--- config.mk ---
export PLATFORM = sky130hd
export DESIGN_NAME = lbd_led_timer
export DESIGN_NICKNAME = d
export VERILOG_FILES = /design/src/verilog/lbd_pkg.sv /design/src/verilog/lbd_tick_if.sv /design/src/verilog/lbd_timebase.sv /design/src/verilog/lbd_led_timer.sv
export SDC_FILE = /design/constraint.sdc
export NUM_CORES = 1
export LEC_CHECK = 0
export ABC_AREA = 1
export BUFFER_PORTS_ARGS = -buffer_cell sky130_fd_sc_hd__buf_2
export CORE_ASPECT_RATIO = 0.6
export CORE_MARGIN = 2
export CORE_UTILIZATION = 45
export DETAILED_ROUTE_END_ITERATION = 8
export PLACE_DENSITY = 0.72
export REMOVE_ABC_BUFFERS = 1
export SKIP_LAST_GASP = 1
export SYNTH_ARGS = -nofsm -noshare
export SYNTH_HDL_FRONTEND = slang
export SYNTH_SLANG_ARGS = --single-unit
--- constraint.sdc ---
create_clock -name clk -period 4 [get_ports clk]
set_clock_uncertainty 0.2 [all_clocks]
set_input_delay 1.2 -clock clk [delete_from_list [all_inputs] [get_ports clk]]
set_output_delay 1.2 -clock clk [all_outputs]
set_load 0.005 [all_outputs]
--- src/verilog/lbd_pkg.sv ---
// Constants, register map and types of the LED blink and dimming timer
package lbd_pkg;
    // ==================================================================
    // Clock and timing
    localparam int unsigned CLK_HZ        = 40_000_000;
    localparam int unsigned PWM_SLOT_NS   = 250_000;
    localparam int unsigned PWM_PERIOD_MS = 8;
    localparam int unsigned STEP_MS       = 64;
    localparam int unsigned SLOT_CYC_DFLT = PWM_SLOT_NS / 1000 * (CLK_HZ / 1_000_000);
    localparam int unsigned STEP_PERIODS  = STEP_MS / PWM_PERIOD_MS;
    localparam int unsigned SLOT_CNT_W    = 16;

    // ==================================================================
    // Field widths, masks and values
    localparam int unsigned DUTY_W    = 5;
    localparam int unsigned ON_W      = 5;
    localparam int unsigned LEN_W     = 7;
    localparam int unsigned CUR_W     = 4;
    localparam int unsigned RAMP_BIT  = 5;
    localparam logic [7:0]  REG_RESET = 8'h00;
    localparam logic [7:0]  MASK_5B   = 8'h1f;
    localparam logic [7:0]  MASK_7B   = 8'h7f;
    localparam logic [7:0]  MASK_RC   = 8'h2f;
    localparam logic [4:0]  LEVEL_MAX = 5'h1f;
    localparam logic [4:0]  LEVEL_MIN = 5'h00;
    localparam logic [6:0]  LEN_ZERO  = 7'h00;
    localparam logic [6:0]  LEN_ONE   = 7'h01;

    // ==================================================================
    // Register offsets
    localparam logic [7:0] OFF_A_PHASE1 = 8'h48;
    localparam logic [7:0] OFF_A_PERIOD = 8'h4c;
    localparam logic [7:0] OFF_A_DUTY   = 8'h4d;
    localparam logic [7:0] OFF_A_ONDUR  = 8'h4e;
    localparam logic [7:0] OFF_B_RAMPC  = 8'h4f;
    localparam logic [7:0] OFF_B_PH1    = 8'h50;
    localparam logic [7:0] OFF_B_PH2    = 8'h51;
    localparam logic [7:0] OFF_B_PH3    = 8'h52;

    // ==================================================================
    // Channel B sequence phases, Gray coded
    typedef enum logic [1:0] {
        LBD_PH1 = 2'b00,
        LBD_PH2 = 2'b01,
        LBD_PH3 = 2'b11
    } lbd_phase_t;
endpackage

--- src/verilog/lbd_tick_if.sv ---
// Timebase ticks shared between the divider and the LED sequencer
`timescale 1ns/1ps
`default_nettype none
interface lbd_tick_if;
    logic       slotTick;
    logic       periodTick;
    logic       stepTick;
    logic [4:0] slotIdx;
    modport src (output slotTick, output periodTick, output stepTick, output slotIdx);
    modport snk (input slotTick, input periodTick, input stepTick, input slotIdx);
endinterface
`default_nettype wire

--- src/verilog/lbd_timebase.sv ---
// Divider making the 250 us slot, 8 ms period and 64 ms step enables
`timescale 1ns/1ps
`default_nettype none
module lbd_timebase #(
    parameter int unsigned SLOT_CYCLES = lbd_pkg::SLOT_CYC_DFLT
) (
    // Clock and reset
    input  wire logic clk,
    input  wire logic srst,
    // Ticks
    lbd_tick_if.src   tick
);
    import lbd_pkg::*;

    localparam logic [SLOT_CNT_W-1:0] SLOT_LAST = SLOT_CNT_W'(SLOT_CYCLES - 1);
    localparam logic [2:0]            STEP_LAST = 3'(STEP_PERIODS - 1);

    logic [SLOT_CNT_W-1:0] divCnt_r;
    logic [4:0]            slotIdx_r;
    logic [2:0]            perCnt_r;
    logic                  slotHit;

    assign slotHit         = (divCnt_r == SLOT_LAST);
    assign tick.slotTick   = slotHit;
    assign tick.slotIdx    = slotIdx_r;
    assign tick.periodTick = slotHit && (slotIdx_r == LEVEL_MAX);
    assign tick.stepTick   = tick.periodTick && (perCnt_r == STEP_LAST);

    always_ff @(posedge clk)
    begin
        if (srst || slotHit)
            divCnt_r <= '0;
        else
            divCnt_r <= divCnt_r + 1'b1;
    end

    // Slot index wraps by itself after 32 slots, one 8 ms period
    always_ff @(posedge clk)
    begin
        if (srst)
            slotIdx_r <= '0;
        else if (slotHit)
            slotIdx_r <= slotIdx_r + 1'b1;
    end

    always_ff @(posedge clk)
    begin
        if (srst || tick.stepTick)
            perCnt_r <= '0;
        else if (tick.periodTick)
            perCnt_r <= perCnt_r + 1'b1;
    end

    a_step_spacing : assert property (@(posedge clk) disable iff (srst)
        tick.stepTick |-> tick.periodTick && tick.slotTick)
        else $error("step tick outside a period boundary");
endmodule
`default_nettype wire

--- src/verilog/lbd_led_timer.sv ---
// LED blink and dimming timer: registers, channel A PWM, channel B sequence
//
// How it works
// - Channel A drive is PWM, 8 ms period, high for (code+1)/32.
// - Code zero gives 250 us high, 7.75 ms low each period.
// - Code all ones keeps channel A drive high without a gap.
// - Channel A lit window lasts on-duration field times 64 ms.
// - Channel B ramps brightness only when ramp enable is one.
// - Channel B sink current code comes from low four register bits.
// - Channel B first phase lasts its 7-bit field times 64 ms.
// - Channel B second phase lasts its 7-bit field times 64 ms.
// - Channel B third phase lasts its 7-bit field times 64 ms.
// - Unused bits read zero and ignore writes.
// - All timing and control registers clear to zero on reset.
// - Channel A first phase lasts its 7-bit field times 64 ms.
// - Channel A sequence period is its 7-bit field times 64 ms.
`timescale 1ns/1ps
`default_nettype none
module lbd_led_timer #(
    parameter int unsigned SLOT_CYCLES = lbd_pkg::SLOT_CYC_DFLT
) (
    // Clock and reset
    input  wire logic                     clk,
    input  wire logic                     srst,
    // Register port
    input  wire logic                     regWrEn,
    input  wire logic                     regRdEn,
    input  wire logic [7:0]               regAddr,
    input  wire logic [7:0]               regWrData,
    output logic      [7:0]               regRdData,
    // LED controls
    output logic                          chanADriveSignal,
    output logic                          chanBDriveSignal,
    output logic      [lbd_pkg::CUR_W-1:0] chanBSinkCurrentCode,
    output logic                          chanBRampEn
);
    import lbd_pkg::*;

    // ==================================================================
    // Timebase
    lbd_tick_if tick ();

    lbd_timebase #(
        .SLOT_CYCLES (SLOT_CYCLES)
    ) u_timebase (
        .clk  (clk),
        .srst (srst),
        .tick (tick.src)
    );

    // ==================================================================
    // Registers
    logic [7:0] aPhase1_r;
    logic [7:0] aPeriod_r;
    logic [7:0] aDuty_r;
    logic [7:0] aOnDur_r;
    logic [7:0] bRampCur_r;
    logic [7:0] bPh1_r;
    logic [7:0] bPh2_r;
    logic [7:0] bPh3_r;
    logic [7:0] rdMux;

    always_ff @(posedge clk)
    begin
        if (srst)
        begin
            aPhase1_r  <= REG_RESET;
            aPeriod_r  <= REG_RESET;
            aDuty_r    <= REG_RESET;
            aOnDur_r   <= REG_RESET;
            bRampCur_r <= REG_RESET;
            bPh1_r     <= REG_RESET;
            bPh2_r     <= REG_RESET;
            bPh3_r     <= REG_RESET;
        end
        else if (regWrEn)
        begin
            case (regAddr)
                OFF_A_PHASE1: aPhase1_r  <= regWrData & MASK_7B;
                OFF_A_PERIOD: aPeriod_r  <= regWrData & MASK_7B;
                OFF_A_DUTY:   aDuty_r    <= regWrData & MASK_5B;
                OFF_A_ONDUR:  aOnDur_r   <= regWrData & MASK_5B;
                OFF_B_RAMPC:  bRampCur_r <= regWrData & MASK_RC;
                OFF_B_PH1:    bPh1_r     <= regWrData & MASK_7B;
                OFF_B_PH2:    bPh2_r     <= regWrData & MASK_7B;
                OFF_B_PH3:    bPh3_r     <= regWrData & MASK_7B;
                default:      ;
            endcase
        end
    end

    always_comb
    begin
        case (regAddr)
            OFF_A_PHASE1: rdMux = aPhase1_r;
            OFF_A_PERIOD: rdMux = aPeriod_r;
            OFF_A_DUTY:   rdMux = aDuty_r;
            OFF_A_ONDUR:  rdMux = aOnDur_r;
            OFF_B_RAMPC:  rdMux = bRampCur_r;
            OFF_B_PH1:    rdMux = bPh1_r;
            OFF_B_PH2:    rdMux = bPh2_r;
            OFF_B_PH3:    rdMux = bPh3_r;
            default:      rdMux = REG_RESET;
        endcase
    end

    // Read data held until the next read, so a slow master can sample late
    always_ff @(posedge clk)
    begin
        if (srst)
            regRdData <= REG_RESET;
        else if (regRdEn)
            regRdData <= rdMux;
    end

    // ==================================================================
    // Channel A: period counter, lit window, PWM
    logic [LEN_W-1:0]  stepA_r;
    logic [DUTY_W-1:0] dutyQ_r;
    logic [7:0]        winEnd;
    logic              aLit;
    logic [LEN_W-1:0]  aPer;
    logic [LEN_W-1:0]  aT1;

    assign aPer   = aPeriod_r[LEN_W-1:0];
    assign aT1    = aPhase1_r[LEN_W-1:0];
    assign winEnd = {1'b0, aT1} + {3'b000, aOnDur_r[ON_W-1:0]};
    assign aLit   = (stepA_r >= aT1) && ({1'b0, stepA_r} < winEnd);

    // Zero period restarts every step, leaving only the phase-one offset
    always_ff @(posedge clk)
    begin
        if (srst)
            stepA_r <= LEN_ZERO;
        else if (tick.stepTick)
        begin
            if (aPer == LEN_ZERO || stepA_r >= aPer - LEN_ONE)
                stepA_r <= LEN_ZERO;
            else
                stepA_r <= stepA_r + LEN_ONE;
        end
    end

    // Duty taken only at the period boundary to avoid a clipped pulse
    always_ff @(posedge clk)
    begin
        if (srst)
            dutyQ_r <= LEVEL_MIN;
        else if (tick.periodTick)
            dutyQ_r <= aDuty_r[DUTY_W-1:0];
    end

    always_ff @(posedge clk)
    begin
        if (srst)
            chanADriveSignal <= 1'b0;
        else
            chanADriveSignal <= aLit && (tick.slotIdx <= dutyQ_r);
    end

    // ==================================================================
    // Channel B: three-phase sequence with optional ramp
    lbd_phase_t        phB_r;
    logic [LEN_W-1:0]  cntB_r;
    logic [4:0]        levB_r;
    logic [LEN_W-1:0]  lenB;
    logic              phDone;
    logic              rampOn;

    assign rampOn               = bRampCur_r[RAMP_BIT];
    assign chanBRampEn          = rampOn;
    assign chanBSinkCurrentCode = bRampCur_r[CUR_W-1:0];

    always_comb
    begin
        case (phB_r)
            LBD_PH1: lenB = bPh1_r[LEN_W-1:0];
            LBD_PH2: lenB = bPh2_r[LEN_W-1:0];
            LBD_PH3: lenB = bPh3_r[LEN_W-1:0];
            default: lenB = LEN_ZERO;
        endcase
    end

    // An empty phase is skipped on the next clock
    assign phDone = (lenB == LEN_ZERO) || (tick.stepTick && cntB_r >= lenB - LEN_ONE);

    always_ff @(posedge clk)
    begin
        if (srst)
        begin
            phB_r  <= LBD_PH1;
            cntB_r <= LEN_ZERO;
        end
        else if (phDone)
        begin
            cntB_r <= LEN_ZERO;
            case (phB_r)
                LBD_PH1: phB_r <= LBD_PH2;
                LBD_PH2: phB_r <= LBD_PH3;
                LBD_PH3: phB_r <= LBD_PH1;
                default: phB_r <= LBD_PH1;
            endcase
        end
        else if (tick.stepTick)
            cntB_r <= cntB_r + LEN_ONE;
    end

    // Ramp moves one level per 8 ms period: full swing takes 248 ms
    always_ff @(posedge clk)
    begin
        if (srst)
            levB_r <= LEVEL_MIN;
        else if (phB_r == LBD_PH2)
            levB_r <= LEVEL_MAX;
        else if (!rampOn)
            levB_r <= (phB_r == LBD_PH1) ? LEVEL_MAX : LEVEL_MIN;
        else if (tick.periodTick && phB_r == LBD_PH1 && levB_r != LEVEL_MAX)
            levB_r <= levB_r + 1'b1;
        else if (tick.periodTick && phB_r == LBD_PH3 && levB_r != LEVEL_MIN)
            levB_r <= levB_r - 1'b1;
    end

    always_ff @(posedge clk)
    begin
        if (srst)
            chanBDriveSignal <= 1'b0;
        else
            chanBDriveSignal <= (lenB != LEN_ZERO) && (phB_r != LBD_PH3 ||
                (rampOn && levB_r != LEVEL_MIN)) && (tick.slotIdx <= levB_r);
    end

    // ==================================================================
    // Checks
    a_duty_fraction : assert property (@(posedge clk) disable iff (srst)
        (aLit && tick.slotIdx > dutyQ_r) |=> !chanADriveSignal)
        else $error("channel A high past its duty slot");

    a_duty_zero_pulse : assert property (@(posedge clk) disable iff (srst)
        (aLit && dutyQ_r == LEVEL_MIN) |=> chanADriveSignal == ($past(tick.slotIdx) == 5'h00))
        else $error("code zero pulse is not one 250 us slot");

    a_duty_full_on : assert property (@(posedge clk) disable iff (srst)
        (aLit && dutyQ_r == LEVEL_MAX) |=> chanADriveSignal)
        else $error("full duty code shows a low interval");

    a_window_dark : assert property (@(posedge clk) disable iff (srst)
        (!aLit || aOnDur_r[ON_W-1:0] == 5'h00) |=> !chanADriveSignal)
        else $error("channel A driven outside its lit window");

    a_period_wrap : assert property (@(posedge clk) disable iff (srst)
        (tick.stepTick && aPer != LEN_ZERO && stepA_r == aPer - LEN_ONE) |=> stepA_r == LEN_ZERO)
        else $error("channel A period did not restart");

    a_duty_latch : assert property (@(posedge clk) disable iff (srst)
        (dutyQ_r != $past(dutyQ_r)) |-> $past(tick.periodTick))
        else $error("duty changed inside a PWM period");

    a_noramp_switch : assert property (@(posedge clk) disable iff (srst)
        (!rampOn && phB_r == LBD_PH3) ##1 (!rampOn && phB_r == LBD_PH3) |=> !chanBDriveSignal)
        else $error("channel B dims without ramp enable");

    a_phase_skip : assert property (@(posedge clk) disable iff (srst)
        (phB_r == LBD_PH1 && bPh1_r[LEN_W-1:0] == LEN_ZERO) |=> phB_r == LBD_PH2)
        else $error("empty first phase not skipped");

    a_phase_hold : assert property (@(posedge clk) disable iff (srst)
        (phB_r == LBD_PH2 && !tick.stepTick && lenB != LEN_ZERO) |=> phB_r == LBD_PH2)
        else $error("second phase ended between steps");

    a_unused_zero : assert property (@(posedge clk) disable iff (srst)
        (regRdEn && regAddr == OFF_A_DUTY) |=> regRdData[7:DUTY_W] == 3'b000)
        else $error("unused bits read nonzero");

    a_reset_clear : assert property (@(posedge clk)
        srst |=> (aDuty_r == REG_RESET && bRampCur_r == REG_RESET && bPh3_r == REG_RESET))
        else $error("registers not cleared by reset");
endmodule
`default_nettype wire

==> results.cfg, run 1 <==
[pwr]
ir_worst_vdd_mv = 0.200
p_leak_uw = 0.00296
power_density_nw_per_um2 = 299

[timing]
worstMarginPinSlew_ns = 0.517
slew_headroom = 0.654
hold_viol_final = 0
rsz0062_at_grt = no
fin_setup_tns_ns = 0
period_share = 0.847
fin_crit_ns = 3.39
fmax_ghz = 0.295
slew_violations = 0
final-setup-viol-count = 0

[grt]
grt_max_degree = 44
grt_pass1_wl_microns = 28000
overflow = 0
grt_pass1_vias = 5347
antenna_found_initial = 0
gr-usage-all-layers = 0.225

[layout]
final_cells = 1151
drive_gt1_frac = 0.0986
fin_nets = 1024
diodes = 0
synthToLayoutAreaGrowth_pct = 9.80
fin_util = 0.501

[cts]
cts_max_level = 3
clock_latency_ns = 0.36
ctsHoldBuffers = 0
cts_tree = built
path_clk_slew_ns = 0.08
cts_resized = 0
post_cts_buffers = 0
root_buffer = clkbuf_16
clock-sinks = 109
clock_path_buffers = 2
numCtsBuffers = 9

[route]
antenna_left = 0
wl_per_cell_microns = 14.9
vias_per_cell = 5.33
first_pass_iters = 5
via_count = 6131
wl_microns = 17200
drc = 0
drt_iter0_drc = 579

[synth]
ys_warn_count = 0
synth.area.top_cells = dfxtp_1, ha_1, a21oi_1
synth_top_area_share = 0.334
ys_ff_latch = 109
synth-edff-count = 0
synth-seq-area-share = 0.334
synth_common_cells = nand2_1, a21oi_1, inv_1
synth.most_common_cell = nand2_1
ys_async_sr_fraction = 0
ys_types = 40
yosys.area.top_type = dfxtp_1
synth_cells = 922
synth_flop_cell = dfxtp_1
syn_avg_cell_area_sq_um = 7.09
syn-cell-area_sq_um = 6540

[worst_setup_path]
cp_cell_sequence = nand2_1 > o22ai_1 > a21oi_1 > ha_1 > nand4_1 > nor2_1 > nand2_1 > xor2_1 > ha_1 > a21oi_1 > o21a_1 > nand3_1 > nand2_2 > nand3_4 > a21oi_1
crit_type = reg -> reg
timing.rr.start = phB_r[1]$_SDFFE_PP0P_
critPathMaxFanout = 7
slowest_stage = dfxtp_1
crit_family = simple AND/OR/NAND/NOR gates
ff2ff_path_depth = 15
crit_required_ns = 4.09
start_kind = register
crit_path_max_incr_delay_ns = 0.36
critical_path.most_common_cell = a21oi_1
cp.depth = 15
cp-end-kind = register
reg2reg_slack_ns = 0.61
crit_arrival_ns = 3.48
crit_buf_inv = 0
r2r_end = cntB_r[0]$_SDFFE_PP0P_

[hold_path]
worst_hold_path.num_cells = 1
min_to = u_timebase.divCnt_r[0]$_SDFF_PP0_
hold_class = reg -> reg
hp-start = u_timebase.divCnt_r[0]$_SDFF_PP0_

[place]
port_buffers = 32
place.gp.congestion = 0.876
place_inst = 1135
dp_hpwl_microns = 13100

[die]
die_area_sq_um = 15500
placementRows = 34
start_util = 0.456
die_w_microns = 160
die_h_microns = 97.4
ios = 35
coreArea_sq_um = 14300

[flow_run]
drv_cap = 0

[outcome]
outcome = finished, final reports clean
## worst register-to-register path, delay by kind of cell, from the launching register on
kind / cells / cell delay (ns)
adders and majority gates: 2 / 0.58
AOI/OAI and AO/OA: 5 / 0.94
DFF: 1 / 0.36
and+or+nand+nor: 7 / 1.08
xor gates and xnor gates: 1 / 0.16
## registers in the layout, summed over array words and instances (netlist names), 7 cells and up
signal and count:
bPh3_r 7, bPh2_r 7, aPeriod_r 7, regRdData 7, u_timebase.divCnt_r 16, bPh1_r 7, cntB_r 7, stepA_r 7
aPhase1_r 7
## final cells by class
cell class	count	area (sq um)
Timing Repair Buffer	38	205
Multi-Input combinational cell	666	3790
Fill cell	1439	7160
Inverter	124	465
Tap cell	198	248
Clock buffer	10	239
Clock inverter	6	53.8
Sequential cell	109	2180
## how the worst max path moves through the flow
stage / start / to / slack, ns
after floorplan: regAddr[7] / aPeriod_r[0]$_SDFFE_PP0P_ / 0.91
after global placement: phB_r[0]$_SDFFE_PP0P_ / phB_r[0]$_SDFFE_PP0P_ / 0.77
after detailed placement: phB_r[0]$_SDFFE_PP0P_ / phB_r[0]$_SDFFE_PP0P_ / 0.71
after CTS: phB_r[1]$_SDFFE_PP0P_ / cntB_r[0]$_SDFFE_PP0P_ / 0.69
after global routing: phB_r[1]$_SDFFE_PP0P_ / cntB_r[5]$_SDFFE_PP0P_ / 0.43
final: phB_r[1]$_SDFFE_PP0P_ / cntB_r[0]$_SDFFE_PP0P_ / 0.61
## layout by cell type (no fill, tap or decap), types with 2 or more instances in the layout
master	instances
nand2_1	139
a21oi_1	114
inv_1	111
dfxtp_1	109
nor2_1	87
o21ai_0	83
nand3_1	69
ha_1	54
buf_2	32
nand4_1	20
xor2_1	20
o21ai_1	16
inv_2	13
clkbuf_16	9
nor2_2	7
nor3_1	7
xnor2_1	7
nor3_2	6
buf_4	6
nand2_2	4
o221ai_1	4
o21a_1	4
nand3_2	3
nand3b_1	3
clkinvlp_4	3
o22ai_1	2
nand3_4	2
nor3b_1	2
fa_1	2
inv_8	2
## cell families (layout without fill, tap and decap cells)
kind of cell / Yosys count / in the layout / share of synthesized area
and+or+nand+nor: 357 / 357 / 0.255
AOI/OAI and AO/OA: 225 / 225 / 0.177
buffers and inverters: 147 / 178 / 0.0873
DFF: 109 / 109 / 0.334
adders and majority gates: 56 / 56 / 0.109
xor gates and xnor gates: 27 / 27 / 0.0362
other: 1 / 1 / 0.000574
## metal layers
metal  part of all wire  up-vias  GRT usage
met1               0.55     2802      0.372
li1                   -     3137          -
met4              0.010        0     0.0329
met5                  0        -          0
met2               0.37      173      0.294
met3              0.070       19     0.0461
## metrics by stage
stage	hold slack (ns)	area [sq um]	worst slack (ns)	power, uW
3_5_place_dp	0.244	6890	0.706	1270
6_report	0.254	7180	0.611	2150
5_1_grt	0.274	7180	0.429	2220
4_1_cts	0.260	7180	0.694	2160
2_1_floorplan	0.218	6430	0.907	1210
3_3_place_gp	0.230	6890	0.772	1270
## power by group
part	switching [uW]	internal, uW	leakage [uW]
Combinational	101	42.3	0.00195
Clock	448	452	0.000135
Sequential	10.7	1090	0.000881
(Power assumes the default switching activity.)
==> inputs of run 2 (changes only) <==
--- a/config.mk
+++ b/config.mk
@@ -11,7 +11,7 @@
 export CORE_MARGIN = 2
 export CORE_UTILIZATION = 45
 export DETAILED_ROUTE_END_ITERATION = 8
-export PLACE_DENSITY = 0.72
+export PLACE_DENSITY = 0.74
 export REMOVE_ABC_BUFFERS = 1
 export SKIP_LAST_GASP = 1
 export SYNTH_ARGS = -nofsm -noshare
==> constraint.sdc (replaced) <==
create_clock -name clk -period 3.1 [get_ports clk]
set_clock_uncertainty 0.2 [all_clocks]
set_input_delay 0.93 -clock clk [delete_from_list [all_inputs] [get_ports clk]]
set_output_delay 0.93 -clock clk [all_outputs]
set_load 0.005 [all_outputs]
==> run 2 against run 1 <==
Effect of this change: hold slack improved by 0.0013 ns; sequential power increased by 30%; final area increased by 0.54%; core utilization increased by 0.27 points; count of clock-buffer cells in the layout decreased by 1; total power increased by 27%; critical endpoint is now cntB_r[3]$_SDFFE_PP0P_; largest power group unchanged.
==> results.cfg, run 2 (synthesis gave the netlist of run 1 again) <==
[outcome]
outcome = finished, final reports clean

[cts]
clock_path_buffers = 2
clock_latency_ns = 0.36
ctsHoldBuffers = 0
numCtsBuffers = 9
cts_resized = 0
cts_max_level = 3
post_cts_buffers = 0
root_buffer = clkbuf_16
cts_tree = built
clock-sinks = 109
path_clk_slew_ns = 0.07

[die]
die_area_sq_um = 15500
die_h_microns = 97.4
coreArea_sq_um = 14300
start_util = 0.456
ios = 35
placementRows = 34
die_w_microns = 160

[route]
wl_microns = 16900
wl_per_cell_microns = 14.7
drc = 0
via_count = 6186
first_pass_iters = 5
vias_per_cell = 5.37
drt_iter0_drc = 655
antenna_left = 0

[timing]
final-setup-viol-count = 0
fin_crit_ns = 2.88
fin_setup_tns_ns = 0
fmax_ghz = 0.347
layout_setup_ws_ns = 0.217
hold_slack_ns = 0.255
hold_viol_final = 0
period_share = 0.930
worstMarginPinSlew_ns = 0.607
slew_headroom = 0.595
slew_violations = 0

[worst_setup_path]
crit_type = reg -> reg
crit_arrival_ns = 2.97
crit_required_ns = 3.19
critPathMaxFanout = 7
cp-end-kind = register
start_kind = register

[flow_run]
drv_cap = 0

[layout]
synthToLayoutAreaGrowth_pct = 10.4
diodes = 0
n_fill_cell = 1418
largest_register = u_timebase.divCnt_r
final_common_cell = nand2_1
fin_nets = 1026
fin_util = 0.503
layout_common_cells = nand2_1, a21oi_1, inv_1
drive_gt1_frac = 0.109
largest_reg_flops = 16

[grt]
overflow = 0
grt_pass1_wl_microns = 27400
gr-usage-all-layers = 0.221
antenna_found_initial = 0
grt_pass1_vias = 5225
grt_max_degree = 68

[pwr]
p_comb_frac = 0.068
design_power_total_uw = 2730
p_switching_uw = 707
pwr-share-seq = 0.522
switching_share = 0.259
p_leak_uw = 0.00297
p_clk_frac = 0.410
ir_worst_vdd_mv = 0.266
power_density_nw_per_um2 = 378
p_int_uw = 2020

[place]
dp_hpwl_microns = 13200
place.gp.congestion = 0.918
port_buffers = 32
place_ws_ns = 0.125

[hold_path]
hold_class = reg -> reg
run 2: final timing paths:
| kind | start | to | slack [ns] | cells past startpoint |
|---|---|---|---|---|
| worst max register to register | phB_r[1]$_SDFFE_PP0P_ | cntB_r[3]$_SDFFE_PP0P_ | 0.22 | 16 |
| worst min-delay path | u_timebase.divCnt_r[0]$_SDFF_PP0_ | u_timebase.divCnt_r[0]$_SDFF_PP0_ | 0.26 | 1 |
| worst min register to register | u_timebase.divCnt_r[0]$_SDFF_PP0_ | u_timebase.divCnt_r[0]$_SDFF_PP0_ | 0.26 | 1 |
| worst max-delay path | phB_r[1]$_SDFFE_PP0P_ | cntB_r[3]$_SDFFE_PP0P_ | 0.22 | 16 |
run 2: routing by layer:
layer | global-route usage | up-vias | share of wire
li1 | - | 3137 | -
met1 | 0.362 | 2832 | 0.52
met2 | 0.284 | 204 | 0.37
met3 | 0.0487 | 13 | 0.095
met4 | 0.0503 | 0 | 0.0095
met5 | 0 | - | 0
run 2: area by class of cell:
class | count | area [sq um] | share of cell area
clock buffer | 9 | 225 | 0.0312
clock inverter | 6 | 58.8 | 0.00815
inverter | 124 | 465 | 0.0645
multi-input combinational | 666 | 3810 | 0.528
sequential | 109 | 2190 | 0.303
tap | 198 | 248 | 0.0343
timing repair buffer | 40 | 220 | 0.0305
run 2: power by group through the flow:
stage / sequential (uW) / clock (uW) / combinational, uW
2_1_floorplan: 1450 / 0 / 110
3_3_place_gp: 1460 / 0 / 174
3_5_place_dp: 1460 / 0 / 179
4_1_cts: 1430 / 1150 / 180
5_1_grt: 1430 / 1220 / 204
6_report: 1430 / 1120 / 185
run 2: critical path, stage by stage (launching register included):
cell     delay (ns)
dfxtp_4        0.38
inv_2          0.06
nand2_2        0.13
o22ai_1        0.10
a21oi_2        0.13
ha_2           0.20
nand4_1        0.11
nor2_2         0.14
buf_4          0.13
xor2_1         0.16
ha_1           0.28
a21oi_1        0.17
o21a_1         0.13
nand3_1        0.09
nand2_2        0.13
nand3_4        0.13
a21oi_1        0.15
run 2: per-stage QoR:
stage	instances	area (sq um)
after floorplan	899	6430
after global placement	1137	6900
after detailed placement	1137	6900
after CTS	1152	7190
after global routing	1152	7220
final	1152	7220
==> inputs of run 3 (changes only) <==
--- a/config.mk
+++ b/config.mk
@@ -7,11 +7,13 @@
 export LEC_CHECK = 0
 export ABC_AREA = 1
 export BUFFER_PORTS_ARGS = -buffer_cell sky130_fd_sc_hd__buf_2
+export CELL_PAD_IN_SITES_DETAIL_PLACEMENT = 2
+export CELL_PAD_IN_SITES_GLOBAL_PLACEMENT = 2
 export CORE_ASPECT_RATIO = 0.6
 export CORE_MARGIN = 2
-export CORE_UTILIZATION = 45
+export CORE_UTILIZATION = 32
 export DETAILED_ROUTE_END_ITERATION = 8
-export PLACE_DENSITY = 0.74
+export PLACE_DENSITY = 0.86
 export REMOVE_ABC_BUFFERS = 1
 export SKIP_LAST_GASP = 1
 export SYNTH_ARGS = -nofsm -noshare
==> run 3 against run 2 <==
Effect of this change: highest routed layer unchanged; first-iteration DRC count down 31%; register-to-register slack got worse by 0.12 ns; total power up 3.5%.
==> results.cfg, run 3 (synthesis gave the netlist of run 1 again) <==
[timing]
worstMarginPinSlew_ns = 0.588
hold_viol_final = 0
fmax_ghz = 0.333
rsz0062_at_grt = yes
fin_setup_tns_ns = 0
layout_setup_ws_ns = 0.0943
period_share = 0.970
final-setup-viol-count = 0
fin_crit_ns = 3.01
slew_headroom = 0.607
slew_violations = 0

[cts]
numCtsBuffers = 9
ctsHoldBuffers = 0
root_buffer = clkbuf_16
clock-sinks = 109
cts_tree = built
cts_max_level = 3
clock_path_buffers = 2
path_clk_slew_ns = 0.08
clock_latency_ns = 0.38

[die]
die_w_microns = 189
die_area_sq_um = 21600
die_h_microns = 115
placementRows = 40
start_util = 0.327
ios = 35
coreArea_sq_um = 20000

[route]
vias_per_cell = 5.28
first_pass_iters = 5
antenna_left = 0
wl_microns = 24000
drt_iter0_drc = 454
via_count = 6510
drc = 0
wl_per_cell_microns = 19.5

[place]
port_buffers = 32
place_ws_ns = -0.0657
dpl_cell_area_sq_um = 7040
dp_hpwl_microns = 18700
place.gp.congestion = 0.898

[worst_setup_path]
start_kind = register
crit_arrival_ns = 3.11
crit_required_ns = 3.21
critPathMaxFanout = 7
crit_type = reg -> reg
cp-end-kind = register

[layout]
largest_register = u_timebase.divCnt_r
fin_nets = 1031
layout_common_cells = nand2_1, inv_1, a21oi_1
fin_area_sq_um = 7410
drive_gt1_frac = 0.118
diodes = 0
final_common_cell = nand2_1
synthToLayoutAreaGrowth_pct = 13.3
largest_reg_flops = 16

[grt]
grt_pass1_wl_microns = 38000
grt_max_degree = 68
met2_usage = 0.344
gr-usage-met1 = 0.340
busiest_layer = met2
overflow = 0
antenna_found_initial = 0
gr-usage-all-layers = 0.227
grt_pass1_vias = 6744
grt_util_met3 = 0.0438

[pwr]
p_leak_uw = 0.00303
ir_worst_vdd_mv = 0.246
design_power_total_uw = 2830
power_density_nw_per_um2 = 382

[outcome]
outcome = finished, final reports clean

[flow_run]
drv_cap = 0

[hold_path]
hold_class = reg -> reg
[run 3: power by group]
group	switching [uW]	internal (uW)	total (uW)
Clock	626	567	1190
Sequential	14.0	1410	1430
Combinational	149	60.6	210
Total	789	2040	2830
[run 3: final timing paths]
kind,start,slack (ns),to,cells after the start
worst min register to register,u_timebase.divCnt_r[0]$_SDFF_PP0_,0.26,u_timebase.divCnt_r[0]$_SDFF_PP0_,1
worst max register to register,phB_r[1]$_SDFFE_PP0P_,0.09,cntB_r[2]$_SDFFE_PP0P_,16
worst min-delay path,u_timebase.divCnt_r[0]$_SDFF_PP0_,0.26,u_timebase.divCnt_r[0]$_SDFF_PP0_,1
worst max-delay path,phB_r[1]$_SDFFE_PP0P_,0.09,cntB_r[2]$_SDFFE_PP0P_,16
[run 3: area by class of cell]
class	count	area, sq um
Timing Repair Buffer	45	270
Inverter	124	465
Multi-Input combinational cell	666	3850
Clock inverter	7	65.1
Sequential cell	109	2190
Clock buffer	9	225
Fill cell	2419	12600
Tap cell	273	342
[run 3: per-stage QoR]
stage | utilization | instances | hold slack [ns]
after detailed placement | 0.352 | 1216 | 0.251
after global routing | 0.370 | 1233 | 0.289
after global placement | 0.352 | 1216 | 0.237
after floorplan | - | 899 | 0.218
final | 0.370 | 1233 | 0.258
after CTS | 0.367 | 1232 | 0.262
[run 3: repair_timing]
action                     in CTS  in global routing
pin swaps                       0                  3
setup endpoints to repair       9                 14
gates resized for setup         3                 14
buffers inserted                0                  1
[run 3: critical path, cell delays in order (launching register included)]
cell and delay (ns):
dfxtp_4 0.38, inv_2 0.06, nand2_4 0.10, o22ai_1 0.09
a21oi_2 0.14, ha_2 0.22, nand4_1 0.13, nor2_1 0.16
nand2_1 0.08, xor2_1 0.15, ha_1 0.33, a21oi_1 0.19
o21a_1 0.17, nand3_2 0.10, nand2_4 0.12, nand3_4 0.14
a21oi_2 0.16
[run 3: metal layers]
layer  vias to the layer above  share of wire
met3                         8          0.037
met5                         -              0
met2                        95           0.42
met1                      3262           0.53
li1                       3145              -
met4                         0         0.0059
